$ cat config.mk
export PLATFORM = sky130hd
export DESIGN_NAME = spi_top
export DESIGN_NICKNAME = d
export VERILOG_FILES = /design/src/rtl/spi_pkg.sv /design/src/rtl/spi_port_if.sv /design/src/rtl/spi_port_engine.sv /design/src/rtl/spi_top.sv
export SDC_FILE = /design/constraint.sdc
export NUM_CORES = 1
export LEC_CHECK = 0
export BUFFER_PORTS_ARGS = -buffer_cell sky130_fd_sc_hd__buf_2
export CAP_MARGIN = 30
export CORE_MARGIN = 1
export CORE_UTILIZATION = 40
export CTS_CLUSTER_SIZE = 20
export DETAILED_ROUTE_END_ITERATION = 16
export PLACE_DENSITY = 0.74
export SYNTH_ARGS = -nofsm -noshare
export SYNTH_HDL_FRONTEND = slang
export SYNTH_SLANG_ARGS = --single-unit
$ cat constraint.sdc
create_clock -name clk -period 4.95 [get_ports clk]
set_clock_uncertainty 0.1 [all_clocks]
set_input_delay 0.2475 -clock clk [delete_from_list [all_inputs] [get_ports clk]]
set_output_delay 0.2475 -clock clk [all_outputs]
set_load 0.02 [all_outputs]
$ cat src/rtl/spi_pkg.sv
// package of constants and types for the switch port interrupt generator
package spi_pkg;
	localparam int NUM_INTX          = 4;
	localparam int DEV_NUM_W         = 5;
	localparam logic [3:0] INTX_RESET = 4'h0;
	localparam logic [1:0] INTA_IDX   = 2'h0;

	typedef enum logic [1:0]
	{
		SPI_MSG_NONE   = 2'b00,
		SPI_MSG_ASSERT = 2'b01,
		SPI_MSG_DEASRT = 2'b10
	} spi_msg_t;

	// remap a downstream intx index by device number
	function automatic logic [1:0] spi_swizzle(input logic [1:0] idx,
		input logic [DEV_NUM_W-1:0] dev);
		spi_swizzle = idx + dev[1:0];
	endfunction : spi_swizzle
endpackage : spi_pkg

$ cat src/rtl/spi_port_if.sv
// carrier between a downstream port engine and the aggregator
`timescale 1ns/100ps
interface spi_port_if;
	logic       wire_a;
	logic       msi_pulse;
	modport port (output wire_a, output msi_pulse);
	modport core (input wire_a, input msi_pulse);
endinterface : spi_port_if

$ cat src/rtl/spi_port_engine.sv
// one downstream port interrupt engine
`timescale 1ns/100ps
module spi_port_engine
	import spi_pkg::*;
(
	// clock and reset
	input  wire logic clk,
	input  wire logic rstn,
	// sources
	input  wire logic hp_irq,
	input  wire logic hp_irq_en,
	input  wire logic link_bw_mgmt_status,
	input  wire logic link_auto_bw_status,
	input  wire logic bw_mgmt_irq_en,
	input  wire logic auto_bw_irq_en,
	// enables
	input  wire logic msi_en,
	input  wire logic legacy_irq_disable,
	input  wire logic port_active,
	// to core
	spi_port_if.port  pif
);
	logic cond;
	logic cond_reg;
	logic wire_a_reg;

	// unmasked sources only; masking or clearing removes the condition
	assign cond = port_active & ((hp_irq & hp_irq_en)
		| (link_bw_mgmt_status & bw_mgmt_irq_en)
		| (link_auto_bw_status & auto_bw_irq_en));

	always_ff @(posedge clk or negedge rstn)
	begin
		if (!rstn)
			cond_reg <= 1'b0;
		else
			cond_reg <= cond;
	end

	// msi on rising edge when enabled
	always_ff @(posedge clk or negedge rstn)
	begin
		if (!rstn)
			pif.msi_pulse <= 1'b0;
		else
			pif.msi_pulse <= cond & ~cond_reg & msi_en;
	end

	// legacy wire uses inta only; negated on link down or removal
	always_ff @(posedge clk or negedge rstn)
	begin
		if (!rstn)
			wire_a_reg <= 1'b0;
		else if (!port_active)
			wire_a_reg <= 1'b0;
		else if (!msi_en && !legacy_irq_disable && cond && !cond_reg)
			wire_a_reg <= 1'b1;
		else if (!msi_en && !legacy_irq_disable && !cond && cond_reg)
			wire_a_reg <= 1'b0;
	end

	assign pif.wire_a = wire_a_reg;
endmodule : spi_port_engine

$ cat src/rtl/spi_top.sv
// switch partition interrupt generator top
// Operation
// - An unmasked interrupt condition at a port yields an msi or a legacy request per enables.
// - The condition ends once every causing unmasked status bit is masked or cleared.
// - Every msi from any port goes to the root through the upstream port.
// - On assertion, msi if enabled, else assert inta unless legacy is disabled.
// - On negation, deassert inta only when msi is off and legacy is enabled.
// - Sources are hot-plug and enabled bandwidth status bits.
// - Legacy mode uses only inta for own interrupts.
// - An aggregated state is kept for each of the four intx signals at the upstream port.
// - Upstream sends assert on a negated-to-asserted aggregate change.
// - Upstream sends deassert on an asserted-to-negated aggregate change.
// - Downstream bridges remap legacy interrupts by device number.
// - Upstream index is downstream index plus device number, modulo four.
// - A device's signal combines external link interrupts and port interrupts.
// - Link down or removal negates all of a port's wires and updates the aggregate.
`timescale 1ns/100ps
module spi_top
	import spi_pkg::*;
#(
	parameter int NUM_DS = 4
)
(
	// clock and reset
	input  wire logic                      clk,
	input  wire logic                      rstn,
	// downstream port sources
	input  wire logic [NUM_DS-1:0]         hp_irq,
	input  wire logic [NUM_DS-1:0]         hp_irq_en,
	input  wire logic [NUM_DS-1:0]         link_bw_mgmt_status,
	input  wire logic [NUM_DS-1:0]         link_auto_bw_status,
	input  wire logic [NUM_DS-1:0]         bw_mgmt_irq_en,
	input  wire logic [NUM_DS-1:0]         auto_bw_irq_en,
	// downstream port config
	input  wire logic [NUM_DS-1:0]         msi_en,
	input  wire logic [NUM_DS-1:0]         legacy_irq_disable,
	input  wire logic [NUM_DS-1:0]         link_up,
	input  wire logic [NUM_DS-1:0]         in_partition,
	input  wire logic [NUM_DS*DEV_NUM_W-1:0] ds_dev_num,
	// external intx wires received on each downstream link
	input  wire logic [NUM_DS*NUM_INTX-1:0] ds_ext_intx,
	// upstream port own wires
	input  wire logic [NUM_INTX-1:0]       us_own_intx,
	// to root
	output logic                           msi_req,
	output logic [NUM_DS-1:0]              msi_src,
	output logic [NUM_INTX-1:0]            intx_state,
	output logic                           intx_msg_valid,
	output spi_msg_t                       intx_msg_type,
	output logic [1:0]                     intx_msg_idx
);
	spi_port_if          pif [NUM_DS] ();
	logic [NUM_DS-1:0]   wire_a;
	logic [NUM_DS-1:0]   msi_p;
	logic [NUM_INTX-1:0] agg;
	logic [NUM_INTX-1:0] pend;
	logic [1:0]          sel;
	logic                sel_ok;

	for (genvar p = 0; p < NUM_DS; p++)
	begin : g_port
		spi_port_engine u_eng (
			.clk                (clk),
			.rstn               (rstn),
			.hp_irq             (hp_irq[p]),
			.hp_irq_en          (hp_irq_en[p]),
			.link_bw_mgmt_status(link_bw_mgmt_status[p]),
			.link_auto_bw_status(link_auto_bw_status[p]),
			.bw_mgmt_irq_en     (bw_mgmt_irq_en[p]),
			.auto_bw_irq_en     (auto_bw_irq_en[p]),
			.msi_en             (msi_en[p]),
			.legacy_irq_disable (legacy_irq_disable[p]),
			.port_active        (link_up[p] & in_partition[p]),
			.pif                (pif[p])
		);
		assign wire_a[p] = pif[p].wire_a;
		assign msi_p[p]  = pif[p].msi_pulse;
	end

	// aggregate with device swizzle
	always_comb
	begin
		agg = us_own_intx;
		for (int p = 0; p < NUM_DS; p++)
		begin
			if (link_up[p] && in_partition[p])
			begin
				for (int i = 0; i < NUM_INTX; i++)
				begin
					// external and own wires swizzled by device number at the port
					if (ds_ext_intx[p*NUM_INTX+i] || (i == 0 && wire_a[p]))
						agg[spi_swizzle(2'(i), ds_dev_num[p*DEV_NUM_W +: DEV_NUM_W])] = 1'b1;
				end
			end
		end
	end

	// msi forwarded upstream
	always_ff @(posedge clk or negedge rstn)
	begin
		if (!rstn)
		begin
			msi_req <= 1'b0;
			msi_src <= '0;
		end
		else
		begin
			msi_req <= |msi_p;
			msi_src <= msi_p;
		end
	end

	always_ff @(posedge clk or negedge rstn)
	begin
		if (!rstn)
			intx_state <= INTX_RESET;
		else
			intx_state <= agg;
	end

	// pending changes, one message per cycle, lowest index first
	always_comb
	begin
		sel    = INTA_IDX;
		sel_ok = 1'b0;
		for (int i = NUM_INTX - 1; i >= 0; i--)
		begin
			if (pend[i])
			begin
				sel    = 2'(i);
				sel_ok = 1'b1;
			end
		end
	end

	// sent state tracks what the root has been told
	logic [NUM_INTX-1:0] sent_reg;
	always_ff @(posedge clk or negedge rstn)
	begin
		if (!rstn)
		begin
			sent_reg       <= INTX_RESET;
			intx_msg_valid <= 1'b0;
			intx_msg_type  <= SPI_MSG_NONE;
			intx_msg_idx   <= INTA_IDX;
		end
		else
		begin
			intx_msg_valid <= sel_ok;
			intx_msg_idx   <= sel;
			if (sel_ok)
			begin
				sent_reg[sel] <= intx_state[sel];
				intx_msg_type <= intx_state[sel] ? SPI_MSG_ASSERT : SPI_MSG_DEASRT;
			end
			else
				intx_msg_type <= SPI_MSG_NONE;
		end
	end

	assign pend = intx_state ^ sent_reg;
endmodule : spi_top

==> key figures, run 1 <==
Outcome
  – Status: finished clean

Floorplanning
  – Top-Level Pins: 96
  – Die area: 4470 um2
  – Die X: 66.9 um
  – Chip Height: 66.9 um
  – Starting density of the core: 0.418
  – Row count: 23
  – Core outline area: 4030 um2

Clock tree
  – H-Tree Depth: 2
  – CTS tree: yes
  – Setup Buffers After CTS: 0
  – CTS max path bufs: 2
  – Total CTS buffers: 5
  – # clock sinks: 30
  – Skew-Pair Late Insertion Delay: 0.28 ns
  – Worst-path clk slew: 0.06 ns
  – CTS Root Cell: clkbuf_8

Logic synthesis
  – Synthesized cell area: 1680 um2
  – Gate Count Post-Synth: 164
  – Simple-gate share of the synthesized area: 0.209
  – Syn_area_per_cell: 10.3 um2
  – Post-synthesis adder-cell area fraction: 0
  – Syn Nets: 246
  – Main combinational cell family by area after synthesis: simple AND/OR/NAND/NOR gates
  – FF+latch count, synth: 30
  – Mux share of post-synthesis cell area: 0.133
  – Cell accounting for the most synthesized area: dfrtp_1
  – Count of different cell masters after synthesis: 38
  – Compound-Gate Fraction of Synth Area: 0.168
  – Yosys warns: 0
  – Top cell type's share of synthesized area: 0.446
  – Synth top area cells: dfrtp_1 (45%), mux4_2 (6.7%), nand3_1 (3.0%)
  – Sequential area share after synthesis: 0.446
  – XOR/XNOR share of the synthesized area: 0.0208

Setup path
  – R2R setup slack: 3.25 ns
  – CP peak stage delay: 0.46 ns
  – Worst setup SP type: flip-flop
  – Data arrival, critical path: 1.74 ns
  – Critical Path RT: 5.00 ns
  – Worst reg2reg path startpoint: g_port[2].u_eng.pif.wire_a
  – Worst Path Buf+Inv: 0
  – CP Class: flip-flop to flip-flop
  – Critical Path Sink Type: flip-flop
  – R2r endpoint: intx_state[1]
  – R2R depth: 4
  – Crit path max fanout: 4
  – Crit path cell chain: or2_1 > mux4_2 > a32oi_1 > nand4b_1
  – Worst-path cell with the longest stage delay: mux4_2
  – Top cell family by delay on the critical path: multiplexers

Placed design
  – Dpl hpwl: 3230 um
  – IO Port Bufs: 83
  – Placer Congestion: 0.870

STA
  – Worst-Margin Slew: 0.665 ns
  – Slew headroom: 0.556
  – Pins Over Slew Limit: 0
  – Unrepaired setup endpoints after global routing: no
  – Minimum clock period: 1.70 ns
  – Max Freq: 0.588 GHz
  – Worst hold slack: 0.0874 ns
  – Endpoints failing setup: 0
  – Fin. Hold Viols: 0
  – Final period utilization: 0.343
  – Setup TNS: 0 ns

Finish
  – Multi-input gate area: 893 um2
  – Reg area: 751 um2
  – Fillers: 371
  – Share of cells above drive strength 1: 0.402
  – Nets: 335
  – Layout Area Growth over Synthesis: 34.9%
  – Diode count: 0

Run
  – Max-cap viol count: 0

Pwr
  – Power per cell area: 338 nW/um2
  – Worst VDD drop: 127 uV
  – Leakage power total: 1.12 nW
  – Total power: 768 uW

Routing
  – Vias/cell: 5.40
  – Vias post-DR: 1,642
  – Routed len/inst: 13.3 um
  – Drt drc: 0
  – Drt first pass iters: 4
  – Routed WL: 4040 um
  – Post-DRT Antenna Nets: 0
  – Drt first-iter violations: 108

Worst hold path
  – Hold Crit Start: us_own_intx[1]
  – Hold crit path type: input port to flip-flop
  – Hold Path Depth: 2
  – Hold EP: intx_state[1]

Global routing
  – GR Util All Layers: 0.203
  – Initial antenna violation count: 0
  – Largest net degree at the start of global routing: 31
  – Gr ovfl total: 0
  – Number of global-route vias before repair: 1,519
  – First-pass GRT wire length: 6530 um
[metal layers]
metal | vias to the layer above | track usage | part of all wire
met5 | - | 0 | 0
met4 | 0 | 0.0904 | 0.015
met3 | 7 | 0.0753 | 0.073
met2 | 59 | 0.333 | 0.50
met1 | 765 | 0.234 | 0.41
li1 | 811 | - | -
[kinds of logic after synthesis]
family                    after synthesis
muxes                                  14
AOI/OAI and AO/OA                      42
and+or+nand+nor                        64
DFF                                    30
xor gates and xnor gates                4
buffers and inverters                  10
[Yosys cell counts]
master      n
nand2b_1    2
nor3b_1     2
nor2b_1     5
a21boi_0    1
o22ai_1     2
dfrtp_1    30
buf_2       1
and3b_1     1
clkbuf_1    1
a211oi_1    1
mux2_2      4
and4b_1     1
inv_1       8
mux4_2      5
nor3_1      7
a222oi_1    4
o21ai_0    10
a41oi_1     1
nand2_1    12
nand4b_1    2
or4_1       1
o2111ai_1   3
a311oi_1    1
mux2i_1     4
and3_1      6
and2_1      1
o31ai_1     4
o21bai_1    4
a31oi_1     2
nor2_1      5
a21oi_1     8
nand3_1    10
nand4_1     5
or2_1       2
xnor2_1     4
or2_2       2
a32oi_1     1
mux4_1      1
[how the worst max path moves through the flow]
stage,startpoint,slack [ns],end,cells past startpoint
final,g_port[2].u_eng.pif.wire_a,3.25,intx_state[1],4
after global routing,g_port[2].u_eng.pif.wire_a,3.15,intx_state[1],4
after CTS,g_port[2].u_eng.pif.wire_a,3.25,intx_state[1],4
after detailed placement,g_port[2].u_eng.pif.wire_a,3.27,intx_state[1],4
after global placement,g_port[2].u_eng.pif.wire_a,3.28,intx_state[1],4
after floorplan,intx_state[0],3.34,intx_msg_type[1],5
[stage by stage]
step	utilization	cell area (um2)	std cells	worst slack [ns]
after global placement	0.534	2150	295	3.28
after detailed placement	0.534	2150	295	3.27
after floorplan	-	1680	164	3.34
after global routing	0.564	2270	304	3.15
final	0.564	2270	304	3.25
after CTS	0.564	2270	304	3.25
[worst register-to-register path: stages (launching register included)]
cell and delay (ns):
dfrtp_1 0.42, or2_1 0.26, mux4_2 0.46, a32oi_1 0.20
nand4b_1 0.12
[power by group]
part / internal (mW) / switching [mW] / total (mW)
Sequential: 0.282 / 0.0224 / 0.304
Combinational: 0.0998 / 0.124 / 0.224
Clock: 0.148 / 0.0916 / 0.239
[area by class of cell]
cell class / instances / area share
Clock inverter: 3 / 0.0176
Multi-Input combinational cell: 124 / 0.393
Timing Repair Buffer: 84 / 0.187
Tap cell: 50 / 0.0275
Inverter: 8 / 0.0132
Clock buffer: 5 / 0.0303
Sequential cell: 30 / 0.331
[what timing repair did]
item | 4_1_cts | 5_1_grt
hold buffers | 1 | 0
resized for setup | 0 | 0
endpoints found under the setup margin | 0 | 0
endpoints found under the hold margin | 30 | 0
[placed cells by master (no fill, tap or decap), types with 3 or more instances in the layout]
| cell type | instances |
|---|---|
| buf_2 | 83 |
| a21oi_1 | 8 |
| clkbuf_8 | 5 |
| nand4_1 | 5 |
| nor3_1 | 7 |
| nor2b_1 | 5 |
| and3_1 | 6 |
| o21bai_1 | 4 |
| mux2_2 | 4 |
| nand3_1 | 10 |
| mux4_2 | 5 |
| a222oi_1 | 4 |
| mux2i_1 | 4 |
| dfrtp_1 | 30 |
| o31ai_1 | 4 |
| nand2_1 | 12 |
| nor2_1 | 5 |
| o2111ai_1 | 3 |
| xnor2_1 | 4 |
| inv_1 | 8 |
| o21ai_0 | 10 |
(Power assumes the default switching activity.)
==> run 2, diff against run 1 <==
--- a/config.mk
+++ b/config.mk
@@ -11,7 +11,7 @@
 export CORE_UTILIZATION = 40
 export CTS_CLUSTER_SIZE = 20
 export DETAILED_ROUTE_END_ITERATION = 16
-export PLACE_DENSITY = 0.74
+export PLACE_DENSITY = 0.77
 export SYNTH_ARGS = -nofsm -noshare
 export SYNTH_HDL_FRONTEND = slang
 export SYNTH_SLANG_ARGS = --single-unit
==> constraint.sdc (replaced) <==
create_clock -name clk -period 1.5 [get_ports clk]
set_clock_uncertainty 0.1 [all_clocks]
set_input_delay 0.075 -clock clk [delete_from_list [all_inputs] [get_ports clk]]
set_output_delay 0.075 -clock clk [all_outputs]
set_load 0.02 [all_outputs]
==> key figures, run 2 (synthesis results as in run 1) <==
Outcome
  – Status: finished with violations
  – Failing checks: setup timing

Pwr
  – Combinational share of power: 0.314 (+0.022)
  – Flop pwr share: 0.341 (-0.055)
  – Switching pwr: 869 uW (+260%)
  – Clk pwr share: 0.346 (+0.034)
  – Worst VDD drop: 816 uV (+540%)
  – Net Sw Frac: 0.293 (-0.0176)
  – Total power: 2.97 mW (+290%)
  – Leakage power total: 1.27 nW (+14%)
  – Power per cell area: 1150 nW/um2 (+240%)
  – Power Internal: 2.10 mW (+300%)

STA
  – Minimum clock period: 1.58 ns (-0.119 ns)
  – Unrepaired setup endpoints after global routing: yes
  – Fin. Hold Viols: 0 (unchanged)
  – Final period utilization: 1.05 (+0.710)
  – Final worst setup slack: -0.0800 ns (-3.33 ns)
  – Endpoints failing setup: 2 (+2)
  – Pins Over Slew Limit: 0 (unchanged)
  – Worst-Margin Slew: 0.390 ns (-0.276 ns)
  – Slew headroom: 0.740 (+0.184)
  – Worst hold slack: 0.0134 ns (-0.0741 ns)
  – Max Freq: 0.633 GHz (+7.5%)

Finish
  – Multi-input gate area: 950 um2 (+6.3%)
  – Commonest non-fill, non-tap cell in the layout: buf_2
  – Nets: 361 (+7.8%)
  – Commonest non-fill, non-tap cells in the layout: buf_2 (83), dfrtp_1 (28), buf_4 (15)
  – Reg area: 753 um2 (+0.33%)
  – Diode count: 0 (unchanged)
  – Final core utilization: 0.641 (+0.0770)
  – Fillers: 333 (-10%)
  – Layout Area Growth over Synthesis: 53.4%
  – Share of cells above drive strength 1: 0.454 (+0.0520)

Setup path
  – Crit path max fanout: 3 (-1)
  – CP peak stage delay: 0.47 ns (about the same)
  – CP Class: flip-flop to flip-flop
  – Worst setup SP type: flip-flop
  – Data arrival, critical path: 1.62 ns (-0.12 ns)
  – Worst-path cell with the longest stage delay: mux4_2
  – Critical Path Sink Type: flip-flop
  – Worst Path Buf+Inv: 0 (unchanged)
  – Critical Path RT: 1.54 ns (-3.46 ns)
  – Crit path cell chain: or2_1 > mux4_2 > a31oi_1 > nand4_1
  – Top cell family by delay on the critical path: multiplexers

Global routing
  – Initial antenna violation count: 0 (unchanged)
  – First-pass GRT wire length: 6840 um (+4.7%)
  – Number of global-route vias before repair: 1,579 (+3.9%)
  – Gr ovfl total: 0 (unchanged)
  – GR Util All Layers: 0.210 (+0.00719)
  – Largest net degree at the start of global routing: 16 (-48%)

Worst hold path
  – Hold crit path type: input port to flip-flop

Run
  – Max-cap viol count: 0 (unchanged)

Routing
  – Drt drc: 0 (unchanged)
  – Drt first-iter violations: 130 (+20%)
  – Drt first pass iters: 4 (unchanged)
  – Vias post-DR: 1,819 (+11%)
  – Routed WL: 4660 um (+15%)
  – Post-DRT Antenna Nets: 0 (unchanged)
  – Routed len/inst: 14.1 um (+6.3%)
  – Vias/cell: 5.51 (+2.1%)

Clock tree
  – Worst-path clk slew: 0.06 ns (about the same)
  – H-Tree Depth: 2 (unchanged)
  – Total CTS buffers: 5 (unchanged)
  – # clock sinks: 30 (unchanged)
  – Skew-Pair Late Insertion Delay: 0.28 ns (about the same)
  – CTS Root Cell: clkbuf_8
  – CTS max path bufs: 2 (unchanged)
  – CTS tree: yes

Floorplanning
  – Starting density of the core: 0.418 (unchanged)
  – Die area: 4470 um2 (unchanged)
  – Core outline area: 4030 um2 (unchanged)
  – Row count: 23 (unchanged)
  – Top-Level Pins: 96 (unchanged)
  – Die X: 66.9 um (unchanged)
  – Chip Height: 66.9 um (unchanged)

Placed design
  – Placer Congestion: 0.846 (-2.7%)
  – Dpl hpwl: 3400 um (+5.4%)
  – IO Port Bufs: 83 (unchanged)
==> run 2: cell types whose count changed in the layout (fill, tap and decap cells not counted), sizes merged <==
cell         previous run  this run
buf                    83        98
dlygate4sd3             1        11
clkbuf                  5         7
clkinv                  2         0
bufinv                  1         2
==> run 2: path summary, 6_finish.rpt <==
path | slack, ns | cells after the start | startpoint | to
max | -0.08 | 4 | g_port[1].u_eng.pif.wire_a | intx_state[2]
min | 0.01 | 2 | msi_en[0] | g_port[0].u_eng.pif.msi_pulse
max reg2reg | -0.08 | 4 | g_port[1].u_eng.pif.wire_a | intx_state[2]
min reg2reg | 0.27 | 0 | g_port[3].u_eng.pif.msi_pulse | msi_src[3]
max in group asynchronous | 0.73 | 3 | rstn | g_port[1].u_eng.pif.wire_a
min in group asynchronous | 0.12 | 2 | rstn | sent_reg[2]
==> run 2: layout make-up <==
type,instances,share of cell area
Multi-Input combinational cell,124,0.368
Sequential cell,30,0.292
Timing Repair Buffer,110,0.249
Clock buffer,6,0.0320
Tap cell,50,0.0242
Clock inverter,2,0.0233
Inverter,8,0.0116
==> run 2: metal layers <==
metal / GRT usage / vias to the layer above / part of all wire
li1: - / 863 / -
met2: 0.356 / 93 / 0.50
met4: 0.0798 / 0 / 0.020
met1: 0.243 / 847 / 0.41
met3: 0.0702 / 16 / 0.071
met5: 0 / - / 0
==> run 2: power by group through the flow <==
stage	Clock (mW)	Sequential [mW]	Combinational, mW
6_report	1.03	1.01	0.931
5_1_grt	1.08	1.03	1.02
4_1_cts	1.05	1.01	0.890
3_5_place_dp	0	1.03	0.856
3_3_place_gp	0	1.02	0.834
2_1_floorplan	0	1.11	0.403
==> run 2: repair_timing <==
action | in CTS | in global routing
gates resized for setup | 2 | 6
buffers inserted | 0 | 4
endpoints found under the hold margin | 37 | 0
setup endpoints to repair | 4 | 5
hold buffers | 11 | 0
pin swaps | 0 | 5
==> run 2: per-stage QoR <==
stage	cells	setup TNS [ns]	cell area (um2)	setup slack, ns
5_1_grt	330	-0.297	2580	-0.125
3_5_place_dp	307	-0.127	2270	-0.0502
6_report	330	-0.156	2580	-0.0800
4_1_cts	326	-0.104	2530	-0.0641
2_1_floorplan	164	-0.0393	1720	-0.0260
3_3_place_gp	307	-0.0721	2270	-0.0366
==> run 3, diff against run 2 <==
--- a/config.mk
+++ b/config.mk
@@ -8,10 +8,11 @@
 export BUFFER_PORTS_ARGS = -buffer_cell sky130_fd_sc_hd__buf_2
 export CAP_MARGIN = 30
 export CORE_MARGIN = 1
-export CORE_UTILIZATION = 40
+export CORE_UTILIZATION = 39
 export CTS_CLUSTER_SIZE = 20
 export DETAILED_ROUTE_END_ITERATION = 16
-export PLACE_DENSITY = 0.77
+export PLACE_DENSITY = 0.75
 export SYNTH_ARGS = -nofsm -noshare
 export SYNTH_HDL_FRONTEND = slang
+export SYNTH_HIERARCHICAL = 1
 export SYNTH_SLANG_ARGS = --single-unit
==> key figures, run 3 <==
Clock tree
  – Skew-Pair Late Insertion Delay: 0.28 ns (about the same)
  – # clock sinks: 30 (unchanged)
  – Total CTS buffers: 5 (unchanged)
  – H-Tree Depth: 2 (unchanged)
  – CTS tree: yes
  – Worst-path clk slew: 0.06 ns (about the same)
  – CTS Root Cell: clkbuf_8
  – CTS max path bufs: 2 (unchanged)

Finish
  – Non-filler cells in the finished layout: 307 (-7.0%)
  – Commonest non-fill, non-tap cell in the layout: buf_2
  – Nets: 338 (-6.4%)
  – Post-Layout Inst Area: 2510 um2 (-2.8%)
  – Final core utilization: 0.618 (-0.0224)
  – Commonest non-fill, non-tap cells in the layout: buf_2 (83), dfrtp_1 (27), buf_4 (16)
  – Layout Area Growth over Synthesis: 50.0%
  – Share of cells above drive strength 1: 0.549 (+0.0951)
  – Diode count: 0 (unchanged)

STA
  – Pins Over Slew Limit: 0 (unchanged)
  – Worst-Margin Slew: 0.650 ns (+0.260 ns)
  – Minimum clock period: 1.59 ns (+0.00927 ns)
  – Unrepaired setup endpoints after global routing: yes
  – Slew headroom: 0.567 (-0.173)
  – Final period utilization: 1.06 (+0.00618)
  – Endpoints failing setup: 5 (+3)
  – Fin. Hold Viols: 0 (unchanged)
  – Max Freq: 0.629 GHz (-0.58%)
  – Final worst setup slack: -0.0893 ns (-0.00927 ns)

Logic synthesis
  – Number of enable flip-flop cells after synthesis: 0 (unchanged)
  – Gate Count Post-Synth: 146 (-11%)
  – Sequential area share after synthesis: 0.449 (+0.00267)
  – Synthesized cell area: 1670 um2 (-0.59%)
  – Ys async rst share: 1.00 (unchanged)
  – Synth top area cells: dfrtp_1 (45%), mux4_2 (16%), nand2_1 (2.5%)
  – Syn Nets: 228 (-7.3%)
  – Cell accounting for the most synthesized area: dfrtp_1
  – FF+latch count, synth: 30 (unchanged)
  – Top cell type's share of synthesized area: 0.449 (+0.00267)
  – Primary FF master, synth: dfrtp_1
  – Count of different cell masters after synthesis: 32 (-16%)
  – List of most frequent post-synthesis cells: dfrtp_1 (30), mux4_2 (12), nand2_1 (11)
  – Syn_area_per_cell: 11.5 um2 (+12%)
  – Count leader, synth: dfrtp_1
  – Yosys warns: 6 (+6)

Placed design
  – Placer Congestion: 0.829 (-2.1%)
  – Placed cells: 287 (-6.5%)
  – IO Port Bufs: 83 (unchanged)
  – Area after DPL: 2240 um2 (-1.6%)
  – Dpl hpwl: 3120 um (-8.4%)

Setup path
  – Data arrival, critical path: 1.65 ns (+0.03 ns)
  – Critical Path RT: 1.56 ns (+0.02 ns)
  – Crit path max fanout: 4 (+1)
  – Worst setup SP type: flip-flop
  – Worst-path cell with the longest stage delay: mux4_2
  – Crit path cell chain: or2_4 > mux4_2 > a22oi_2 > nand3_1
  – Top cell family by delay on the critical path: multiplexers
  – R2R depth: 4 (unchanged)
  – R2R setup slack: -0.09 ns (about the same)
  – CP Class: flip-flop to flip-flop
  – Worst reg2reg path startpoint: g_port[3].u_eng/pif.wire_a
  – Critical Path Sink Type: flip-flop
  – CP peak stage delay: 0.48 ns (about the same)
  – R2r endpoint: intx_state[3]
  – Worst Path Buf+Inv: 0 (unchanged)

Floorplanning
  – Chip Height: 67.5 um (+0.95%)
  – Top-Level Pins: 96 (unchanged)
  – Die X: 67.5 um (+0.95%)
  – Starting density of the core: 0.412 (-0.00543)
  – Core outline area: 4060 um2 (+0.71%)
  – Die area: 4560 um2 (+1.9%)
  – Row count: 23 (unchanged)

Global routing
  – GR Util All Layers: 0.203 (-0.00744)
  – Number of global-route vias before repair: 1,559 (-1.3%)
  – Largest net degree at the start of global routing: 31 (+15)
  – First-pass GRT wire length: 6580 um (-3.7%)
  – Initial antenna violation count: 0 (unchanged)
  – Gr ovfl total: 0 (unchanged)

Routing
  – Routed len/inst: 13.0 um (-8.2%)
  – Vias post-DR: 1,616 (-11%)
  – Drt drc: 0 (unchanged)
  – Routed WL: 3980 um (-15%)
  – Drt first-iter violations: 65 (-50%)
  – Drt first pass iters: 5 (+1)
  – Post-DRT Antenna Nets: 0 (unchanged)
  – Vias/cell: 5.26 (-4.5%)

Run
  – Max-cap viol count: 0 (unchanged)

Pwr
  – Total power: 2.65 mW (-11%)
  – Power per cell area: 1060 nW/um2 (-8.0%)
  – Leakage power total: 1.23 nW (-3.6%)
  – Worst VDD drop: 499 uV (-39%)

Outcome
  – Failing checks: setup timing
  – Status: finished with violations

Worst hold path
  – Hold EP: g_port[2].u_eng/cond_reg
  – Hold crit path type: input port to flip-flop
  – Hold Path Depth: 3 (+1)
  – Hold Crit Start: hp_irq_en[2]
run 3: cell type report:
cell class	count	area (um2)
inverter	7	26.3
tap	50	62.6
fill	329	1550
timing repair buffer	108	626
multi-input combinational	104	945
clock inverter	2	12.5
sequential	30	754
clock buffer	6	82.6
run 3: through the flow:
step / hold WS (ns) / setup WS [ns] / setup TNS, ns
after floorplan: -0.321 / -0.0602 / -0.0845
after global placement: 0.0367 / -0.0637 / -0.273
after detailed placement: 0.0413 / -0.111 / -0.398
after CTS: 0.00772 / -0.100 / -0.310
after global routing: 0.0471 / -0.151 / -0.615
final: 0.00733 / -0.0893 / -0.334
run 3: how the worst max path moves through the flow:
stage	slack [ns]	from	cells after the start	endpoint
2_1_floorplan	-0.06	intx_state[3]	4	intx_msg_type[1]
3_3_place_gp	-0.06	g_port[3].u_eng/pif.wire_a	4	intx_state[2]
3_5_place_dp	-0.11	g_port[3].u_eng/pif.wire_a	4	intx_state[3]
4_1_cts	-0.10	g_port[3].u_eng/pif.wire_a	4	intx_state[3]
5_1_grt	-0.15	g_port[3].u_eng/pif.wire_a	4	intx_state[3]
6_report	-0.09	g_port[3].u_eng/pif.wire_a	4	intx_state[3]
run 3: worst min-delay path: stages:
cell	delay [ns]
buf_2	0.07
a222oi_1	0.06
nor2b_1	0.13
run 3: timing repair:
| item | CTS | global route |
|---|---|---|
| endpoints found under the setup margin | 5 | 6 |
| setup buffers | 1 | 2 |
| gates resized for setup | 4 | 10 |
| endpoints found under the hold margin | 38 | 0 |
| hold buffers | 9 | 0 |
| pin swaps | 3 | 4 |
run 3: layer usage:
metal  wire [um]  GRT usage  vias up
li1            -          -      768
met1        1620      0.232      773
met2        2030      0.333       66
met3         226     0.0524        9
met4         108      0.130        0
met5           0          0        -
run 3: cells by family (layout without fill, tap and decap cells):
group	count (synthesis)	after routing	synth area share
AND/OR/NAND/NOR	52	52	0.165
multiplexers	18	18	0.200
AO/OA/AOI/OAI	30	30	0.136
XOR/XNOR	3	3	0.0157
buffers and inverters	12	123	0.0269
adder cells (fa/ha/maj)	1	1	0.00673
flip-flops	30	30	0.449
run 3: report_power, final:
group	switching [mW]	internal [mW]
logic	0.443	0.530
clock network	0.312	0.368
registers	0.0711	0.930
